$ cat src/hw/ots_pkg.sv
// Purpose: constants for the output three product one select block
// Assumes: registers sit at byte address four times their index
// Notes: nonvolatile copies sit at index plus the nonvolatile base
package ots_pkg;
  localparam int ADDR_W = 18;
  localparam int DATA_W = 32;
  localparam int REG_W = 8;
  localparam int SEL_W = 25;
  localparam int NV_AW = 3;
  localparam int NV_WORDS = 5;
  localparam logic [15:0] IDX_SEL_A = 16'h0016;
  localparam logic [15:0] IDX_SEL_B = 16'h0017;
  localparam logic [15:0] IDX_SEL_C = 16'h0018;
  localparam logic [15:0] IDX_SEL_D = 16'h001C;
  localparam logic [15:0] IDX_MR_MAP = 16'h0040;
  localparam logic [15:0] IDX_LOAD = 16'h0050;
  localparam logic [15:0] IDX_STATUS = 16'h0051;
  localparam logic [15:0] NV_BASE = 16'h8000;
  localparam int MR_MAP_BIT = 2;
  localparam int LOAD_GO_BIT = 0;
  localparam int ST_OUT_BIT = 0;
  localparam int ST_TERM1_BIT = 1;
  localparam int ST_TERM2_BIT = 2;
  localparam int ST_MR_BIT = 3;
  localparam int ST_LOAD_BIT = 4;
  localparam logic [7:0] SEL_A_RST = 8'h00;
  localparam logic [7:0] SEL_B_RST = 8'h00;
  localparam logic [7:0] SEL_C_RST = 8'h00;
  localparam logic [7:0] SEL_D_RST = 8'h00;
  localparam logic [7:0] MR_MAP_RST = 8'h00;
  localparam logic [2:0] SLOT_A = 3'h0;
  localparam logic [2:0] SLOT_B = 3'h1;
  localparam logic [2:0] SLOT_C = 3'h2;
  localparam logic [2:0] SLOT_D = 3'h3;
  localparam logic [2:0] SLOT_MR = 3'h4;
  localparam logic [2:0] SLOT_LAST = 3'h4;
  localparam int SYNC_W = 17;
endpackage

$ cat src/hw/ots_nv_store.sv
// Purpose: nonvolatile copy store for the select registers
// Assumes: one write port and one read port on the same clock
// Notes: contents are not cleared by reset; unwritten words read unknown
`timescale 1ns/1ns
module ots_nv_store (
  input wire logic clk,
  input wire logic wr_en,
  input wire logic [ots_pkg::NV_AW-1:0] wr_addr,
  input wire logic [ots_pkg::REG_W-1:0] wr_data,
  input wire logic [ots_pkg::NV_AW-1:0] rd_addr,
  output logic [ots_pkg::REG_W-1:0] rd_data_q
);
  logic [ots_pkg::REG_W-1:0] mem_q [0:(1 << ots_pkg::NV_AW)-1];
  logic [ots_pkg::REG_W-1:0] rd_data_d;

  always_comb begin
    rd_data_d = mem_q[rd_addr];
  end

  always_ff @(posedge clk) begin
    if (wr_en) begin
      mem_q[wr_addr] <= wr_data;
    end
    rd_data_q <= rd_data_d;
  end
endmodule

$ cat src/hw/ots_select.sv
// Purpose: product one selection and output three for the sequencer
// Assumes: avalon slave with byte addresses, 8-bit registers in lane 0
// Notes: outputs, term two and manual reset status come from the same clock
`timescale 1ns/1ns
module ots_select (
  input wire logic clk,
  input wire logic rst_n,
  input wire logic [ots_pkg::ADDR_W-1:0] avs_address,
  input wire logic avs_read,
  input wire logic avs_write,
  input wire logic [ots_pkg::DATA_W-1:0] avs_writedata,
  input wire logic [3:0] avs_byteenable,
  output logic [ots_pkg::DATA_W-1:0] avs_readdata,
  output logic avs_waitrequest,
  input wire logic [5:0] monitored_voltage_primary_ok,
  input wire logic [5:0] monitored_voltage_secondary_ok,
  input wire logic logic_input_a,
  input wire logic logic_input_b,
  input wire logic logic_input_c,
  input wire logic logic_input_d,
  input wire logic manual_reset_n,
  input wire logic watchdog_one_expired,
  input wire logic watchdog_two_expired,
  input wire logic sequenced_output_one,
  input wire logic sequenced_output_two,
  input wire logic sequenced_output_four,
  input wire logic sequenced_output_five,
  input wire logic sequenced_output_six,
  input wire logic sequenced_output_seven,
  input wire logic sequenced_output_eight,
  input wire logic term_two_true,
  output logic term_one_true,
  output logic sequenced_output_three
);
  typedef enum logic [2:0] {
    OTS_IDLE,
    OTS_NV_RD,
    OTS_ACK,
    OTS_LD_RD,
    OTS_LD_WR
  } ots_state_t;

  ots_state_t state_q;
  ots_state_t state_d;
  logic [ots_pkg::REG_W-1:0] sel_a_q;
  logic [ots_pkg::REG_W-1:0] sel_a_d;
  logic [ots_pkg::REG_W-1:0] sel_b_q;
  logic [ots_pkg::REG_W-1:0] sel_b_d;
  logic [ots_pkg::REG_W-1:0] sel_c_q;
  logic [ots_pkg::REG_W-1:0] sel_c_d;
  logic [ots_pkg::REG_W-1:0] sel_d_q;
  logic [ots_pkg::REG_W-1:0] sel_d_d;
  logic [ots_pkg::REG_W-1:0] mr_map_q;
  logic [ots_pkg::REG_W-1:0] mr_map_d;
  logic [ots_pkg::DATA_W-1:0] rdata_q;
  logic [ots_pkg::DATA_W-1:0] rdata_d;
  logic wait_q;
  logic wait_d;
  logic load_req_q;
  logic load_req_d;
  logic [2:0] slot_q;
  logic [2:0] slot_d;
  logic [ots_pkg::SYNC_W-1:0] sync1_q;
  logic [ots_pkg::SYNC_W-1:0] sync2_q;
  logic [ots_pkg::SYNC_W-1:0] sync1_d;
  logic term1_q;
  logic term1_d;
  logic term2_q;
  logic term2_d;
  logic out3_q;
  logic out3_d;
  logic mr_active_q;
  logic mr_active_d;

  logic [15:0] idx;
  logic is_nv;
  logic [15:0] base_idx;
  logic slot_ok;
  logic [2:0] slot_sel;
  logic nv_we;
  logic [2:0] nv_waddr;
  logic [2:0] nv_raddr;
  logic [ots_pkg::REG_W-1:0] nv_wdata;
  logic [ots_pkg::REG_W-1:0] nv_rdata;
  logic [ots_pkg::SEL_W-1:0] sel_vec;
  logic [ots_pkg::SEL_W-1:0] healthy;
  logic [5:0] prim_ok;
  logic [5:0] sec_ok;
  logic [3:0] gpi_active;
  logic mr_low;
  logic [ots_pkg::REG_W-1:0] vol_rd;
  logic wr_lane;
  logic vol_rd_req;
  logic nv_rd_req;
  logic vol_we;
  logic load_we;
  logic [ots_pkg::REG_W-1:0] status_rd;

  ots_nv_store u_nv (
    .clk(clk),
    .wr_en(nv_we),
    .wr_addr(nv_waddr),
    .wr_data(nv_wdata),
    .rd_addr(nv_raddr),
    .rd_data_q(nv_rdata)
  );

  // pins from outside the clock domain pass two flops first
  always_comb begin
    sync1_d = {manual_reset_n, logic_input_d, logic_input_c,
               logic_input_b, logic_input_a,
               monitored_voltage_secondary_ok,
               monitored_voltage_primary_ok};
  end

  always_ff @(posedge clk) begin
    if (!rst_n) begin
      sync1_q <= '0;
      sync2_q <= '0;
    end else begin
      sync1_q <= sync1_d;
      sync2_q <= sync1_q;
    end
  end

  always_comb begin
    prim_ok = sync2_q[5:0];
    sec_ok = sync2_q[11:6];
    gpi_active = sync2_q[15:12];
    mr_low = ~sync2_q[16];
  end

  // address decode: byte address is four times the index
  always_comb begin
    idx = avs_address[ots_pkg::ADDR_W-1:2];
    is_nv = (idx & ots_pkg::NV_BASE) == ots_pkg::NV_BASE;
    base_idx = idx & ~ots_pkg::NV_BASE;
    wr_lane = avs_byteenable[0];
    slot_ok = 1'b1;
    slot_sel = ots_pkg::SLOT_A;
    unique case (base_idx)
      ots_pkg::IDX_SEL_A: slot_sel = ots_pkg::SLOT_A;
      ots_pkg::IDX_SEL_B: slot_sel = ots_pkg::SLOT_B;
      ots_pkg::IDX_SEL_C: slot_sel = ots_pkg::SLOT_C;
      ots_pkg::IDX_SEL_D: slot_sel = ots_pkg::SLOT_D;
      ots_pkg::IDX_MR_MAP: slot_sel = ots_pkg::SLOT_MR;
      default: slot_ok = 1'b0;
    endcase
  end

  always_comb begin
    vol_rd = '0;
    unique case (slot_sel)
      ots_pkg::SLOT_A: vol_rd = sel_a_q;
      ots_pkg::SLOT_B: vol_rd = sel_b_q;
      ots_pkg::SLOT_C: vol_rd = sel_c_q;
      ots_pkg::SLOT_D: vol_rd = sel_d_q;
      ots_pkg::SLOT_MR: vol_rd = mr_map_q;
      default: vol_rd = '0;
    endcase
  end

  // request kinds: stored copies answer one cycle later than the rest
  always_comb begin
    vol_rd_req = avs_read && !is_nv && slot_ok;
    nv_rd_req = avs_read && is_nv && slot_ok;
  end

  // write strobes act at the edge that closes the answer cycle
  always_comb begin
    vol_we = (state_q == OTS_ACK) && avs_write && wr_lane && !is_nv
             && slot_ok;
    load_we = (state_q == OTS_ACK) && avs_write && wr_lane
              && idx == ots_pkg::IDX_LOAD
              && avs_writedata[ots_pkg::LOAD_GO_BIT];
  end

  always_comb begin
    status_rd = '0;
    status_rd[ots_pkg::ST_OUT_BIT] = out3_q;
    status_rd[ots_pkg::ST_TERM1_BIT] = term1_q;
    status_rd[ots_pkg::ST_TERM2_BIT] = term2_q;
    status_rd[ots_pkg::ST_MR_BIT] = mr_active_q;
    status_rd[ots_pkg::ST_LOAD_BIT] = load_req_q;
  end

  // nonvolatile store port: loader owns the read side while loading
  always_comb begin
    nv_we = (state_q == OTS_ACK) && avs_write && wr_lane && is_nv
            && slot_ok;
    nv_waddr = slot_sel;
    nv_wdata = avs_writedata[ots_pkg::REG_W-1:0];
    nv_raddr = (state_q == OTS_LD_RD || state_q == OTS_LD_WR) ?
               slot_q : slot_sel;
  end

  // bus and loader sequencing
  always_comb begin
    state_d = state_q;
    wait_d = 1'b1;
    rdata_d = rdata_q;
    load_req_d = load_req_q;
    slot_d = slot_q;
    sel_a_d = sel_a_q;
    sel_b_d = sel_b_q;
    sel_c_d = sel_c_q;
    sel_d_d = sel_d_q;
    mr_map_d = mr_map_q;
    unique case (state_q)
      OTS_IDLE: begin
        if (load_req_q) begin
          load_req_d = 1'b0;
          slot_d = ots_pkg::SLOT_A;
          state_d = OTS_LD_RD;
        end else if (nv_rd_req) begin
          state_d = OTS_NV_RD;
        end else if (avs_read || avs_write) begin
          rdata_d = '0;
          if (vol_rd_req) begin
            rdata_d[ots_pkg::REG_W-1:0] = vol_rd;
          end else if (avs_read && idx == ots_pkg::IDX_STATUS) begin
            rdata_d[ots_pkg::REG_W-1:0] = status_rd;
          end
          wait_d = 1'b0;
          state_d = OTS_ACK;
        end
      end
      OTS_NV_RD: begin
        // store read data is registered, so wait one cycle
        rdata_d = '0;
        rdata_d[ots_pkg::REG_W-1:0] = nv_rdata;
        wait_d = 1'b0;
        state_d = OTS_ACK;
      end
      OTS_ACK: begin
        if (vol_we) begin
          unique case (slot_sel)
            ots_pkg::SLOT_A: sel_a_d = avs_writedata[7:0];
            ots_pkg::SLOT_B: sel_b_d = avs_writedata[7:0];
            ots_pkg::SLOT_C: sel_c_d = avs_writedata[7:0];
            ots_pkg::SLOT_D: sel_d_d = avs_writedata[7:0];
            ots_pkg::SLOT_MR: mr_map_d = avs_writedata[7:0];
            default: sel_a_d = sel_a_q;
          endcase
        end
        if (load_we) begin
          load_req_d = 1'b1;
        end
        state_d = OTS_IDLE;
      end
      OTS_LD_RD: begin
        state_d = OTS_LD_WR;
      end
      OTS_LD_WR: begin
        // copy one word from the store into its working register
        unique case (slot_q)
          ots_pkg::SLOT_A: sel_a_d = nv_rdata;
          ots_pkg::SLOT_B: sel_b_d = nv_rdata;
          ots_pkg::SLOT_C: sel_c_d = nv_rdata;
          ots_pkg::SLOT_D: sel_d_d = nv_rdata;
          ots_pkg::SLOT_MR: mr_map_d = nv_rdata;
          default: sel_a_d = sel_a_q;
        endcase
        if (slot_q == ots_pkg::SLOT_LAST) begin
          state_d = OTS_IDLE;
        end else begin
          slot_d = 3'(slot_q + 3'h1);
          state_d = OTS_LD_RD;
        end
      end
      default: state_d = OTS_IDLE;
    endcase
  end

  always_ff @(posedge clk) begin
    if (!rst_n) begin
      state_q <= OTS_IDLE;
      wait_q <= 1'b1;
      rdata_q <= '0;
      load_req_q <= 1'b0;
      slot_q <= ots_pkg::SLOT_A;
      sel_a_q <= ots_pkg::SEL_A_RST;
      sel_b_q <= ots_pkg::SEL_B_RST;
      sel_c_q <= ots_pkg::SEL_C_RST;
      sel_d_q <= ots_pkg::SEL_D_RST;
      mr_map_q <= ots_pkg::MR_MAP_RST;
    end else begin
      state_q <= state_d;
      wait_q <= wait_d;
      rdata_q <= rdata_d;
      load_req_q <= load_req_d;
      slot_q <= slot_d;
      sel_a_q <= sel_a_d;
      sel_b_q <= sel_b_d;
      sel_c_q <= sel_c_d;
      sel_d_q <= sel_d_d;
      mr_map_q <= mr_map_d;
    end
  end

  // select bits and healthy levels in the same order, bit 0 first
  always_comb begin
    sel_vec = {sel_d_q[0], sel_c_q, sel_b_q, sel_a_q};
    healthy[5:0] = prim_ok;
    healthy[6] = ~watchdog_one_expired;
    healthy[7] = ~watchdog_two_expired;
    healthy[13:8] = sec_ok;
    healthy[14] = ~gpi_active[0];
    healthy[15] = ~gpi_active[1];
    healthy[16] = ~gpi_active[2];
    healthy[17] = ~gpi_active[3];
    healthy[18] = ~sequenced_output_one;
    healthy[19] = ~sequenced_output_two;
    healthy[20] = ~sequenced_output_four;
    healthy[21] = ~sequenced_output_five;
    healthy[22] = ~sequenced_output_six;
    healthy[23] = ~sequenced_output_seven;
    healthy[24] = ~sequenced_output_eight;
  end

  // unselected conditions count as true; empty selection gives one
  always_comb begin
    term1_d = &(healthy | ~sel_vec);
    term2_d = term_two_true;
    mr_active_d = mr_map_q[ots_pkg::MR_MAP_BIT] & mr_low;
    out3_d = ~(term1_d | term2_d) | mr_active_d;
  end

  always_ff @(posedge clk) begin
    if (!rst_n) begin
      term1_q <= 1'b0;
      term2_q <= 1'b0;
      out3_q <= 1'b1;
      mr_active_q <= 1'b0;
    end else begin
      term1_q <= term1_d;
      term2_q <= term2_d;
      out3_q <= out3_d;
      mr_active_q <= mr_active_d;
    end
  end

  always_comb begin
    avs_readdata = rdata_q;
    avs_waitrequest = wait_q;
    term_one_true = term1_q;
    sequenced_output_three = out3_q;
  end
endmodule

$ cat config.mk
export PLATFORM = sky130hd
export DESIGN_NAME = ots_select
export DESIGN_NICKNAME = d
export VERILOG_FILES = /design/src/hw/ots_pkg.sv /design/src/hw/ots_nv_store.sv /design/src/hw/ots_select.sv
export SDC_FILE = /design/constraint.sdc
export NUM_CORES = 1
export LEC_CHECK = 0
export BUFFER_PORTS_ARGS = -buffer_cell sky130_fd_sc_hd__buf_2
export CAP_MARGIN = 20
export CORE_AREA = 5 5 142 144
export CTS_CLUSTER_DIAMETER = 200
export DETAILED_ROUTE_END_ITERATION = 8
export DIE_AREA = 0 0 147 149
export PLACE_DENSITY_LB_ADDON = 0.1
export SYNTH_ARGS = -nofsm -noshare
export SYNTH_HDL_FRONTEND = slang
export SYNTH_SLANG_ARGS = --single-unit
$ cat constraint.sdc
create_clock -name clk -period 3.5 [get_ports clk]
set_clock_uncertainty 0.05 [all_clocks]
set_input_delay 0.175 -clock clk [delete_from_list [all_inputs] [get_ports clk]]
set_output_delay 0.175 -clock clk [all_outputs]
set_load 0.1 [all_outputs]
======== Word-level counts from Yosys, hierarchy flattened ========
Memory sizes are Yosys's and may differ from the RTL's. A register that Yosys moved wholly into a read port is not among the register bits.
Index checks and enable logic that the tools add are counted.
word-level totals
  output and inout bits ................... 35
  flip-flop bits (word level) ............. 118
  memories kept ........................... 1
  word-level logic and storage cells ...... 154
  bits in writable memories ............... 64
memories
  memory      words  width  rd ports  clocked after Yosys merged registers in  write ports  RTL line            text
  u_nv.mem_q  8      8      1         1                                        1            ots_nv_store.sv:13  logic [ots_pkg::REG_W-1:0] mem_q [0:(1 << ots_pkg::NV_AW)-1];
cells by class
  muxes and demuxes ....................... 46
  reduce and logical (&&, ||, !) cells .... 33
  add/subtract/negate cells ............... 1
  equal/unequal tests ..................... 37
  bitwise gates (word level) .............. 20
operator list
  cell                                                                      number
  8-bit 2-to-1 mux                                                          16
  32-bit 2-to-1 mux                                                         3
  8-bit case mux with 2 select lines                                        5
  32-bit case mux with 2 select lines                                       1
  15-bit by 5-bit equality test with 1-bit output (second input constant)   4
  8-bit case mux with 5 select lines                                        1
  16-bit by 7-bit equality test with 1-bit output (second input constant)   2
  25-bit inverter                                                           1
  25-bit bitwise OR                                                         1
  25-bit AND reduction                                                      1
  3-bit case mux with 4 select lines                                        2
  4-bit AND reduction                                                       6
  2-bit by 1-bit inequality test with 1-bit output (second input constant)  10
  3-bit by 2-bit equality test with 1-bit output (second input constant)    6
  3-bit 2-to-1 mux                                                          6
  15-bit by 7-bit equality test with 1-bit output (second input constant)   1
  1-bit inverter                                                            15
  2-bit inequality test (second input constant)                             7
  1-bit logical AND                                                         13
  3-bit by 1-bit equality test with 1-bit output (second input constant)    3
  3-bit equality test (second input constant)                               3
  3-bit zero test                                                           3
  2-bit nonzero test                                                        4
  1-bit 2-to-1 mux                                                          7
  other kinds (13)                                                          16

======== Longest topological paths before layout ========
Gate-level depths: netlist of the first run.
  depth after elaboration ................. 9
  mapped depth ............................ 9
  depth with buffers taken out ............ 8

======== Cells and area by module ========
Synthesis of the first run repeated with hierarchy kept, for this count alone.
second synthesis, totals
  cell total of the unflattened synthesis .. 601
  area total of the unflattened synthesis .. 7041.8 µm²
by module, submodules not included
  module        area an instance (µm²)  cells each  times used  sequential area each (µm²)
  ots_select    4350.4                  487         1           1881.8
  ots_nv_store  2691.3                  114         1           2082.0

======== Least setup slack after synthesis of the first run ========
OpenSTA, ideal clock, no wires.
  path kind ............................... in2reg
  start ................................... input port avs_address[12] (netlist bit)
  end ..................................... memory u_nv.mem_q[4][0] (netlist bit), enable pin
  setup time .............................. 395 ps
  setup slack ............................. 741 ps
  arrival ................................. 2314 ps
  stages .................................. 6
  cell sequence ........................... or4_1 > buf_4 > nor2_1 > o21a_1 > nand3_1 > nor4_1
on the way
  longest elaborated chain between the ends .. 6
  elaborated cells between the ends (all ways) .. 11
  those cells by class .................... eq/ne: 5; mux: 4; reduce/logical: 2
RTL lines
  what                                                                                                                       RTL line            text
  start, declared                                                                                                            ots_select.sv:8     input wire logic [ots_pkg::ADDR_W-1:0] avs_address,
  15-bit by 7-bit equality test with 1-bit output / 15-bit by 5-bit equality test with 1-bit output (equally long branches)  ots_select.sv:141   unique case (base_idx)
  5-bit OR reduction (no source line)                                                                                        --
  1-bit 2-to-1 mux                                                                                                           ots_select.sv:141
  1-bit logical AND                                                                                                          ots_select.sv:190   && slot_ok;
  1-bit 2-to-1 mux                                                                                                           ots_nv_store.sv:21  if (wr_en) begin
  1-bit 2-to-1 mux (not written as such)                                                                                     ots_nv_store.sv:22  mem_q[wr_addr] <= wr_data;
  end, declared                                                                                                              ots_nv_store.sv:13
Several ways; a longest one is shown, not always the timed one.

======== Worst setup path in the final report of the first run ========
  start ................................... register state_q[2]
  end ..................................... register u_nv.rd_data_q[0] (netlist bit) (read register of u_nv.mem_q)
on the way
  longest elaborated chain between the ends .. 3
  elaborated cells between the ends (all ways) .. 4
  those cells by class .................... eq/ne: 2; mux: 1; reduce/logical: 1
RTL lines
  what                                                                                          RTL line            text
  start, declared                                                                               ots_select.sv:43    ots_state_t state_q;
  start signal, assigned                                                                        ots_select.sv:288   state_q <= state_d;
  3-bit by 2-bit equality test with 1-bit output / 3-bit equality test (equally long branches)  ots_select.sv:193   nv_raddr = (state_q == OTS_LD_RD || state_q == OTS_LD_WR) ?
  1-bit logical OR *                                                                            ots_select.sv:193
  3-bit 2-to-1 mux *                                                                            ots_select.sv:193
  end, declared                                                                                 ots_nv_store.sv:11  output logic [ots_pkg::REG_W-1:0] rd_data_q
Every way passes the cells marked *; elsewhere a longest branch is shown, timed or not.
A chain may end at the register's enable or synchronous reset.

==> run metrics, run 1 <==
Finish-stage setup viols 0; grt ovf 0; VDD IR max 0.2975 mV; CTS tree done; via count 5,448; Ports 120; FILL cells 1,729; worst rel slew slack 0.3574; post-route cell area 8741 um2; Setup crit start kind register; critical path endpoint category register; Area contributors post-synth dfxtp_1 (28%), edfxtp_1 (26%), mux2i_1 (7.5%); DRT Pass-1 Iters 5; placed inst area 7940 um2; HP Start avs_writedata[6]; Clock Power Share 0.427; Final WS setup 675.8 ps; most used flip-flop cell after synthesis dfxtp_1; critical path fanouts, max 12; vias per cell 5.238; Area Overhead vs Synth 19.26%; fin crit share 0.8069; Final ANT Viol Nets 0; Cell Rows 50; Post-Syn Area 7330 um2; pre-CTS setup slack 684.6 ps; post-synthesis adder-cell area fraction 0.008535; number of synthesized flops with an enable pin 64; mux cell area share after synthesis 0.08126; chip height 149 um; Hold Violations, Final 0; first-pass GRT wire length 29.30 mm; R2R Path Start state_q[2]; Yosys warnings 0; synthesized flop and latch total 166; Core ar. 18,580 um2; fraction of synthesized cell area in xor and xnor cells 0; Slew Viols, Final 0; Sw Ratio 0.2507; fraction of layout cells with a size suffix above 1 0.1675; Die X 147 um; Iter 0 DRT Violations 347; Flop pwr share 0.480; worst hold margin 19.73 ps; clk_lat worst skew 410 ps; Worst-Margin Slew 956.5 ps; sequential share of the synthesized area 0.5408; PwrDens 497.7 nW/um2; initial antenna violation count 0; reg2reg setup slack 680 ps; ys async rst share 0; Post-Synth Simple-Gate Area 0.1762; syn avg cell area 10.76 um2; CTS Buffer Depth 2; main combinational cell family by area after synthesis simple AND/OR/NAND/NOR gates; clock sink count 166; Post-Syn Instances 681; status finished clean; Core Util, Final 0.4704; Synth Area in Compound Gates 0.1374; WHS Endpoint u_nv.mem_q[1][6]; Crit Reg-Reg Endpoint u_nv.rd_data_q[0]; critical path type register to register; internal power 3260 uW; commonest non-fill, non-tap cells in the layout dfxtp_1 (102), nand2_1 (89), buf_2 (66); R2R depth 6; Tot GR Track Use 0.1726; Comb pwr share 0.093; Final #Nets 883; vias in the first global route 5,360; worst path arrival time 3080 ps; NetSw 1091 uW; number of CTS-inserted buffers 17; Final TNS setup 0 ps; Post-CTS Setup Inserts 0; Yosys cell types 68; Hold-fix buffers, CTS 20; Worst-path clk slew 60 ps; dominant cell type by area after synthesis dfxtp_1; ant diodes 0; WL per Instance 17.98 um; Port Buffers 66; area share of the largest cell type after synthesis 0.2786; P_leak 0.003431 uW; number of remaining DRC errors 0; die footprint 21,900 um2; H-tree depth 4; Hold Path Depth 1; root buffer selected by CTS clkbuf_16; max-cap viol count 0; starting density of the core 0.3945; WP data required 3750 ps; drt total wl 18.70 mm; Max Fclk 354.1 MHz; GP Congestion 0.8843; Final Critical Period 2824 ps; HPWL Detailed 13.45 mm; unrepaired setup endpoints after global routing no; path type of the worst min-delay path input pin to register; commonest non-fill, non-tap cell in the layout dfxtp_1; CTS resizes 0; largest net degree at the start of global routing 38
## final cells by class
| type | instances | area, um2 | share of cell area |
|---|---|---|---|
| multi-input combinational | 485 | 3143 | 0.3596 |
| clock inverter | 11 | 107.6 | 0.01231 |
| tap | 234 | 292.8 | 0.03350 |
| timing repair buffer | 105 | 673.1 | 0.07701 |
| inverter | 18 | 67.56 | 0.007730 |
| sequential | 166 | 3964 | 0.4535 |
| clock buffer | 21 | 493.0 | 0.05640 |
## synth_stat cells, drive strengths merged, types with 4 or more instances
library cell	instances
dfxtp	102
nand2	90
edfxtp	64
mux2i	55
and2	39
buf	31
clkbuf	28
nor2	26
nor2b	19
inv	18
a21boi	16
a21oi	16
o21ai	16
a221oi	11
a22oi	10
and3	10
nand3	8
nor4	8
o311ai	8
nor3	7
o32ai	7
a22o	5
a32oi	5
ha	5
o211ai	5
o21a	5
or4	5
a221o	4
a2bb2oi	4
mux2	4
nand4	4
nor3b	4
o22ai	4
or4b	4
## power by group through the flow
stage          combinational [uW]  sequential [uW]  clock, uW
3_3_place_gp                  382             2130          0
6_report                      403             2090       1860
3_5_place_dp                  385             2130          0
4_1_cts                       402             2090       1910
2_1_floorplan                 253             2180          0
5_1_grt                       428             2090       1990
## worst max path at each step
stage,from,end,slack [ps],cells past startpoint
2_1_floorplan,avs_address[12],u_nv.mem_q[4][0],740,6
3_3_place_gp,avs_address[12],u_nv.rd_data_q[6],710,8
3_5_place_dp,avs_address[12],u_nv.rd_data_q[1],680,7
4_1_cts,state_q[2],u_nv.rd_data_q[0],710,6
5_1_grt,state_q[2],u_nv.rd_data_q[0],490,6
6_report,state_q[2],u_nv.rd_data_q[0],680,6
## kinds of logic after synthesis
logic type	count (synthesis)
muxes	59
AOI/OAI and AO/OA	133
and+or+nand+nor	240
adders and majority gates	5
DFF	166
other	1
buffers and inverters	77
## worst max-delay path: stages (launching register included)
cell and delay, ps:
dfxtp_1 520, or3b_2 640, nand2_1 150, mux2_1 480, nand2b_1 420, o32ai_1 170, a221oi_1 280
## flip-flops by register name, indices dropped and copies added, names as in the netlist
| register | flops |
|---|---|
| u_nv.mem_q | 64 |
| sync1_q | 17 |
| sync2_q | 17 |
| avs_readdata | 8 |
| mr_map_q | 8 |
| sel_a_q | 8 |
| sel_b_q | 8 |
| sel_c_q | 8 |
| sel_d_q | 8 |
| u_nv.rd_data_q | 8 |
| slot_q | 3 |
| state_q | 3 |
| avs_waitrequest | 1 |
| load_req_q | 1 |
| mr_active_q | 1 |
| sequenced_output_three | 1 |
| term2_q | 1 |
| term_one_true | 1 |
## layer usage
layer | track usage | vias to the layer above | routed length [um]
li1 | - | 2638 | -
met1 | 0.2445 | 2632 | 9112
met2 | 0.2660 | 157 | 8439
met3 | 0.03373 | 21 | 834
met4 | 0.05825 | 0 | 316
met5 | 0 | - | 0
## stage by stage
step	total power, uW	cells
after detailed placement	2516	988
after global routing	4516	1040
after CTS	4397	1040
after floorplan	2435	728
after global placement	2512	988
final	4351	1040
No activity file was read; power rests on OpenSTA's default activity.
==> inputs of run 2 (changes only) <==
==> constraint.sdc (replaced) <==
create_clock -name clk -period 2.4 [get_ports clk]
set_clock_uncertainty 0.05 [all_clocks]
set_input_delay 0.12 -clock clk [delete_from_list [all_inputs] [get_ports clk]]
set_output_delay 0.12 -clock clk [all_outputs]
set_load 0.1 [all_outputs]
==> run metrics, run 2 (synthesis gave the netlist of run 1 again) <==
first-pass GRT wire length 30.44 mm; number of CTS-inserted buffers 17; CTS tree done; worst path arrival time 2520 ps; Critical Path Max Stage Delay 430 ps; Slew Viols, Final 0; fin crit share 0.9492; Ports 120; Finish-stage setup viols 0; slowest CP cell or4_4; fraction of layout cells with a size suffix above 1 0.2280; Iter 0 DRT Violations 473; Post-CTS Setup Inserts 0; Port Buffers 66; via count 5,717; delay-heaviest family, CP simple AND/OR/NAND/NOR gates; status finished clean; commonest non-fill, non-tap cells in the layout dfxtp_1 (101), nand2_1 (89), buf_2 (68); placed insts 1,037; Core ar. 18,580 um2; Final #Nets 941; Tot GR Track Use 0.1798; P_leak 0.003735 uW; WL per Instance 18.21 um; unrepaired setup endpoints after global routing no; Largest regs u_nv.mem_q: 64 flops, sync1_q: 17 flops, sync2_q: 17 flops; Top reg by flops u_nv.mem_q; vias per cell 5.207; chip height 149 um; max reg flops 64; R2R Path Start state_q[0]; Worst-Margin Slew 771.2 ps; die footprint 21,900 um2; root buffer selected by CTS clkbuf_16; routed length on met2 9.298 mm; largest net degree at the start of global routing 66; CP Launch Point state_q[0]; worst setup path end u_nv.rd_data_q[4]; worst hold margin 18.74 ps; CP Depth 9; R2R depth 9; CTS Buffer Depth 2; PwrDens 660.8 nW/um2; Cell Rows 50; ant diodes 0; path type of the worst min-delay path input pin to register; GP Congestion 0.9037; Crit Reg-Reg Endpoint u_nv.rd_data_q[4]; HPWL Detailed 14.57 mm; initial antenna violation count 0; Area Overhead vs Synth 26.60%; buffer and inverter count on the worst path 3; Worst-path clk slew 60 ps; critical path type register to register; Final Critical Period 2278 ps; commonest non-fill, non-tap cell in the layout dfxtp_1; critical path fanouts, max 9; VDD IR max 0.5467 mV; met3 wire length 1.019 mm; vias in the first global route 5,542; number of remaining DRC errors 0; clock sink count 166; critical path endpoint category register; top layer used by detailed routing met4; WP data required 2640 ps; drt total wl 19.99 mm; FILL cells 1,717; Cell Chain, Critical Path or4_4 -> nor4_4 -> buf_4 -> o21ai_4 -> buf_6 -> buf_6 -> and3_1 -> o32ai_2 -> a221oi_2; non-filler cells, final 1,098; Core Util, Final 0.4994; clk_lat worst skew 420 ps; Final TNS setup 0 ps; Hold Violations, Final 0; max-cap viol count 0; most used cell, CP buf_6; Die X 147 um; reg2reg setup slack 120 ps; HP Start sequenced_output_one; Final ANT Viol Nets 0; H-tree depth 4; starting density of the core 0.3945; DRT Pass-1 Iters 5; Setup crit start kind register; Hold Path Depth 4; grt ovf 0; worst rel slew slack 0.4819; wl on met1 9.464 mm; Max Fclk 439.0 MHz
run 2: what timing repair did:
action                                  CTS  global route
endpoints found under the setup margin    1             7
gates resized for setup                   1            27
hold buffers                             26             0
cloned                                    0             2
pin swaps                                 0             4
endpoints found under the hold margin    75             0
run 2: worst reg2reg max path, stage by stage (launching register included):
cell and delay [ps]:
dfxtp_2 320, or4_4 430, nor4_4 290, buf_4 170, o21ai_4 70, buf_6 170, buf_6 140, and3_1 180
o32ai_2 270, a221oi_2 60
run 2: power by group:
part | total, uW | internal (uW) | switching [uW]
Clock | 2450 | 1360 | 1090
Combinational | 632 | 176 | 457
Sequential | 3050 | 3010 | 35.4
Total | 6130 | 4540 | 1590
run 2: metrics by stage:
stage | cell area, um2 | setup WS (ps) | power (uW)
CTS | 9166 | 29.75 | 6182
global route | 9279 | 20.81 | 6370
floorplan | 7512 | 19.01 | 3551
finish | 9279 | 122.0 | 6132
global placement | 8371 | -208.0 | 3691
detailed placement | 8371 | -192.7 | 3699
run 2: worst min path at each step:
stage | slack, ps | to
floorplan | 170 | u_nv.mem_q[0][0]
global placement | 280 | sync1_q[11]
detailed placement | 280 | sync1_q[16]
CTS | 10 | term_one_true
global route | 20 | term_one_true
finish | 20 | term_one_true
run 2: cell type report:
cell class                 count  area (um2)  area share
sequential                   166        3965      0.4273
inverter                      18       67.56    0.007282
multi-input combinational    485        3238      0.3490
clock inverter                10       75.07    0.008091
timing repair buffer         163        1186      0.1278
clock buffer                  22       454.2     0.04895
tap                          234       292.8     0.03155
run 2: routing by layer:
metal  GRT usage  vias up
met5           0        -
met4     0.05079        0
met3     0.03525       23
met2      0.2909      159
met1      0.2473     2771
li1            -     2764
==> inputs of run 3 (changes only) <==
--- a/config.mk
+++ b/config.mk
@@ -7,10 +7,10 @@
 export LEC_CHECK = 0
 export BUFFER_PORTS_ARGS = -buffer_cell sky130_fd_sc_hd__buf_2
 export CAP_MARGIN = 20
-export CORE_AREA = 5 5 142 144
+export CORE_AREA = 5 5 121 169
 export CTS_CLUSTER_DIAMETER = 200
 export DETAILED_ROUTE_END_ITERATION = 8
-export DIE_AREA = 0 0 147 149
+export DIE_AREA = 0 0 126 174
 export PLACE_DENSITY_LB_ADDON = 0.1
 export SYNTH_ARGS = -nofsm -noshare
 export SYNTH_HDL_FRONTEND = slang
==> run metrics, run 3 (synthesis gave the netlist of run 1 again) <==
Worst-Margin Slew 737.4 ps; WL per Instance 17.76 um; Cell Chain, Critical Path or4_4 -> nor4_4 -> buf_4 -> o21ai_2 -> buf_12 -> nand2_8 -> mux2i_1 -> a2111oi_2; unrepaired setup endpoints after global routing yes; number of CTS-inserted buffers 17; CTS Buffer Depth 2; GP Congestion 0.8333; worst path arrival time 2560 ps; CP Launch Point state_q[0]; path type of the worst min-delay path input pin to register; Core Util, Final 0.4837; Finish-stage setup viols 0; Ports 120; starting density of the core 0.3874; PwrDens 681.3 nW/um2; number of remaining DRC errors 0; status finished clean; max reg flops 64; NetSw 1591 uW; DRT Pass-1 Iters 4; VDD IR max 0.4909 mV; H-tree depth 4; Hold Violations, Final 0; FILL cells 1,780; Top reg by flops u_nv.mem_q; ant diodes 0; critical path type register to register; Clock Power Share 0.411; Port Buffers 66; grt ovf 0; largest net degree at the start of global routing 42; Iter 0 DRT Violations 335; commonest non-fill, non-tap cells in the layout dfxtp_1 (101), nand2_1 (89), buf_2 (66); non-filler cells, final 1,098; Post-CTS Setup Inserts 0; chip height 174 um; placed insts 1,036; slowest CP cell or4_4; critical path fanouts, max 27; Core ar. 18,920 um2; first-pass GRT wire length 30.70 mm; Final Critical Period 2301 ps; Flop pwr share 0.488; Sw Ratio 0.2551; HPWL Detailed 14.28 mm; P_leak 0.003651 uW; via count 5,525; Setup crit start kind register; fraction of layout cells with a size suffix above 1 0.2012; fin crit share 0.9588; HP Start avs_writedata[0]; Max Fclk 434.6 MHz; max-cap viol count 0; Cell Rows 60; vias in the first global route 5,595; vias per cell 5.032; drt total wl 19.50 mm; CTS tree done; WP data required 2660 ps; Final ANT Viol Nets 0; die footprint 21,920 um2; initial antenna violation count 0; critical path endpoint category register; R2R Path Start state_q[0]; worst rel slew slack 0.5032; clock sink count 166; Worst-path clk slew 60 ps; Final #Nets 927; Tot GR Track Use 0.1787; Die X 126 um; Area Overhead vs Synth 24.85%; clk_lat worst skew 420 ps; Critical Path Max Stage Delay 550 ps; Comb pwr share 0.101; Largest regs u_nv.mem_q: 64 flops, sync1_q: 17 flops, sync2_q: 17 flops; internal power 4644 uW; commonest non-fill, non-tap cell in the layout dfxtp_1; Slew Viols, Final 0; root buffer selected by CTS clkbuf_16
## run 3: what timing repair did
item / CTS / global route
pin swaps: 0 / 1
hold buffers: 30 / 0
gates resized for setup: 1 / 4
setup endpoints to repair: 4 / 4
hold endpoints to repair: 77 / 0
gates cloned: 0 / 0
## run 3: power groups by stage
stage | Clock [uW] | Sequential, uW | Combinational, uW
after floorplan | 0 | 3180 | 369
after global placement | 0 | 3100 | 582
after detailed placement | 0 | 3100 | 588
after CTS | 2620 | 3040 | 629
after global routing | 2740 | 3050 | 672
final | 2560 | 3040 | 631
## run 3: critical path: cells and delay by family, from the launching register on
family / cells / cell delay, ps
AO/OA/AOI/OAI: 2 / 410
buffers and inverters: 2 / 320
flip-flops: 1 / 350
multiplexers: 1 / 110
AND/OR/NAND/NOR: 3 / 940
## run 3: per-stage QoR
step	total power [uW]	cell area, um2	hold slack (ps)	setup TNS, ps	setup WS [ps]
floorplan	3551	7512	168.9	0	19.01
global placement	3685	8279	275.9	-1721	-170.5
detailed placement	3692	8279	278.1	-2270	-204.0
CTS	6293	9133	16.29	0	52.78
global route	6460	9151	16.71	-19.42	-16.81
finish	6235	9151	14.14	0	98.96
## run 3: layout make-up
| cell class | count | area, um2 | share of cell area |
|---|---|---|---|
| timing repair buffer | 149 | 1091 | 0.1192 |
| inverter | 18 | 67.56 | 0.007383 |
| sequential | 166 | 3965 | 0.4333 |
| tap | 248 | 310.3 | 0.03391 |
| clock inverter | 12 | 100.1 | 0.01094 |
| clock buffer | 20 | 446.7 | 0.04881 |
| multi-input combinational | 485 | 3171 | 0.3465 |
## run 3: final timing paths
path,end,slack [ps],depth (start not counted)
max,u_nv.rd_data_q[6],100,8
min,u_nv.mem_q[1][0],10,1
min reg2reg,mr_active_q,380,1
max reg2reg,u_nv.rd_data_q[6],100,8
## run 3: metal layers
layer,track usage,wire (um),part of all wire
met1,0.2156,8128,0.42
met4,0.05635,316,0.016
met5,0,0,0
met2,0.3213,10280,0.53
met3,0.03166,783,0.040
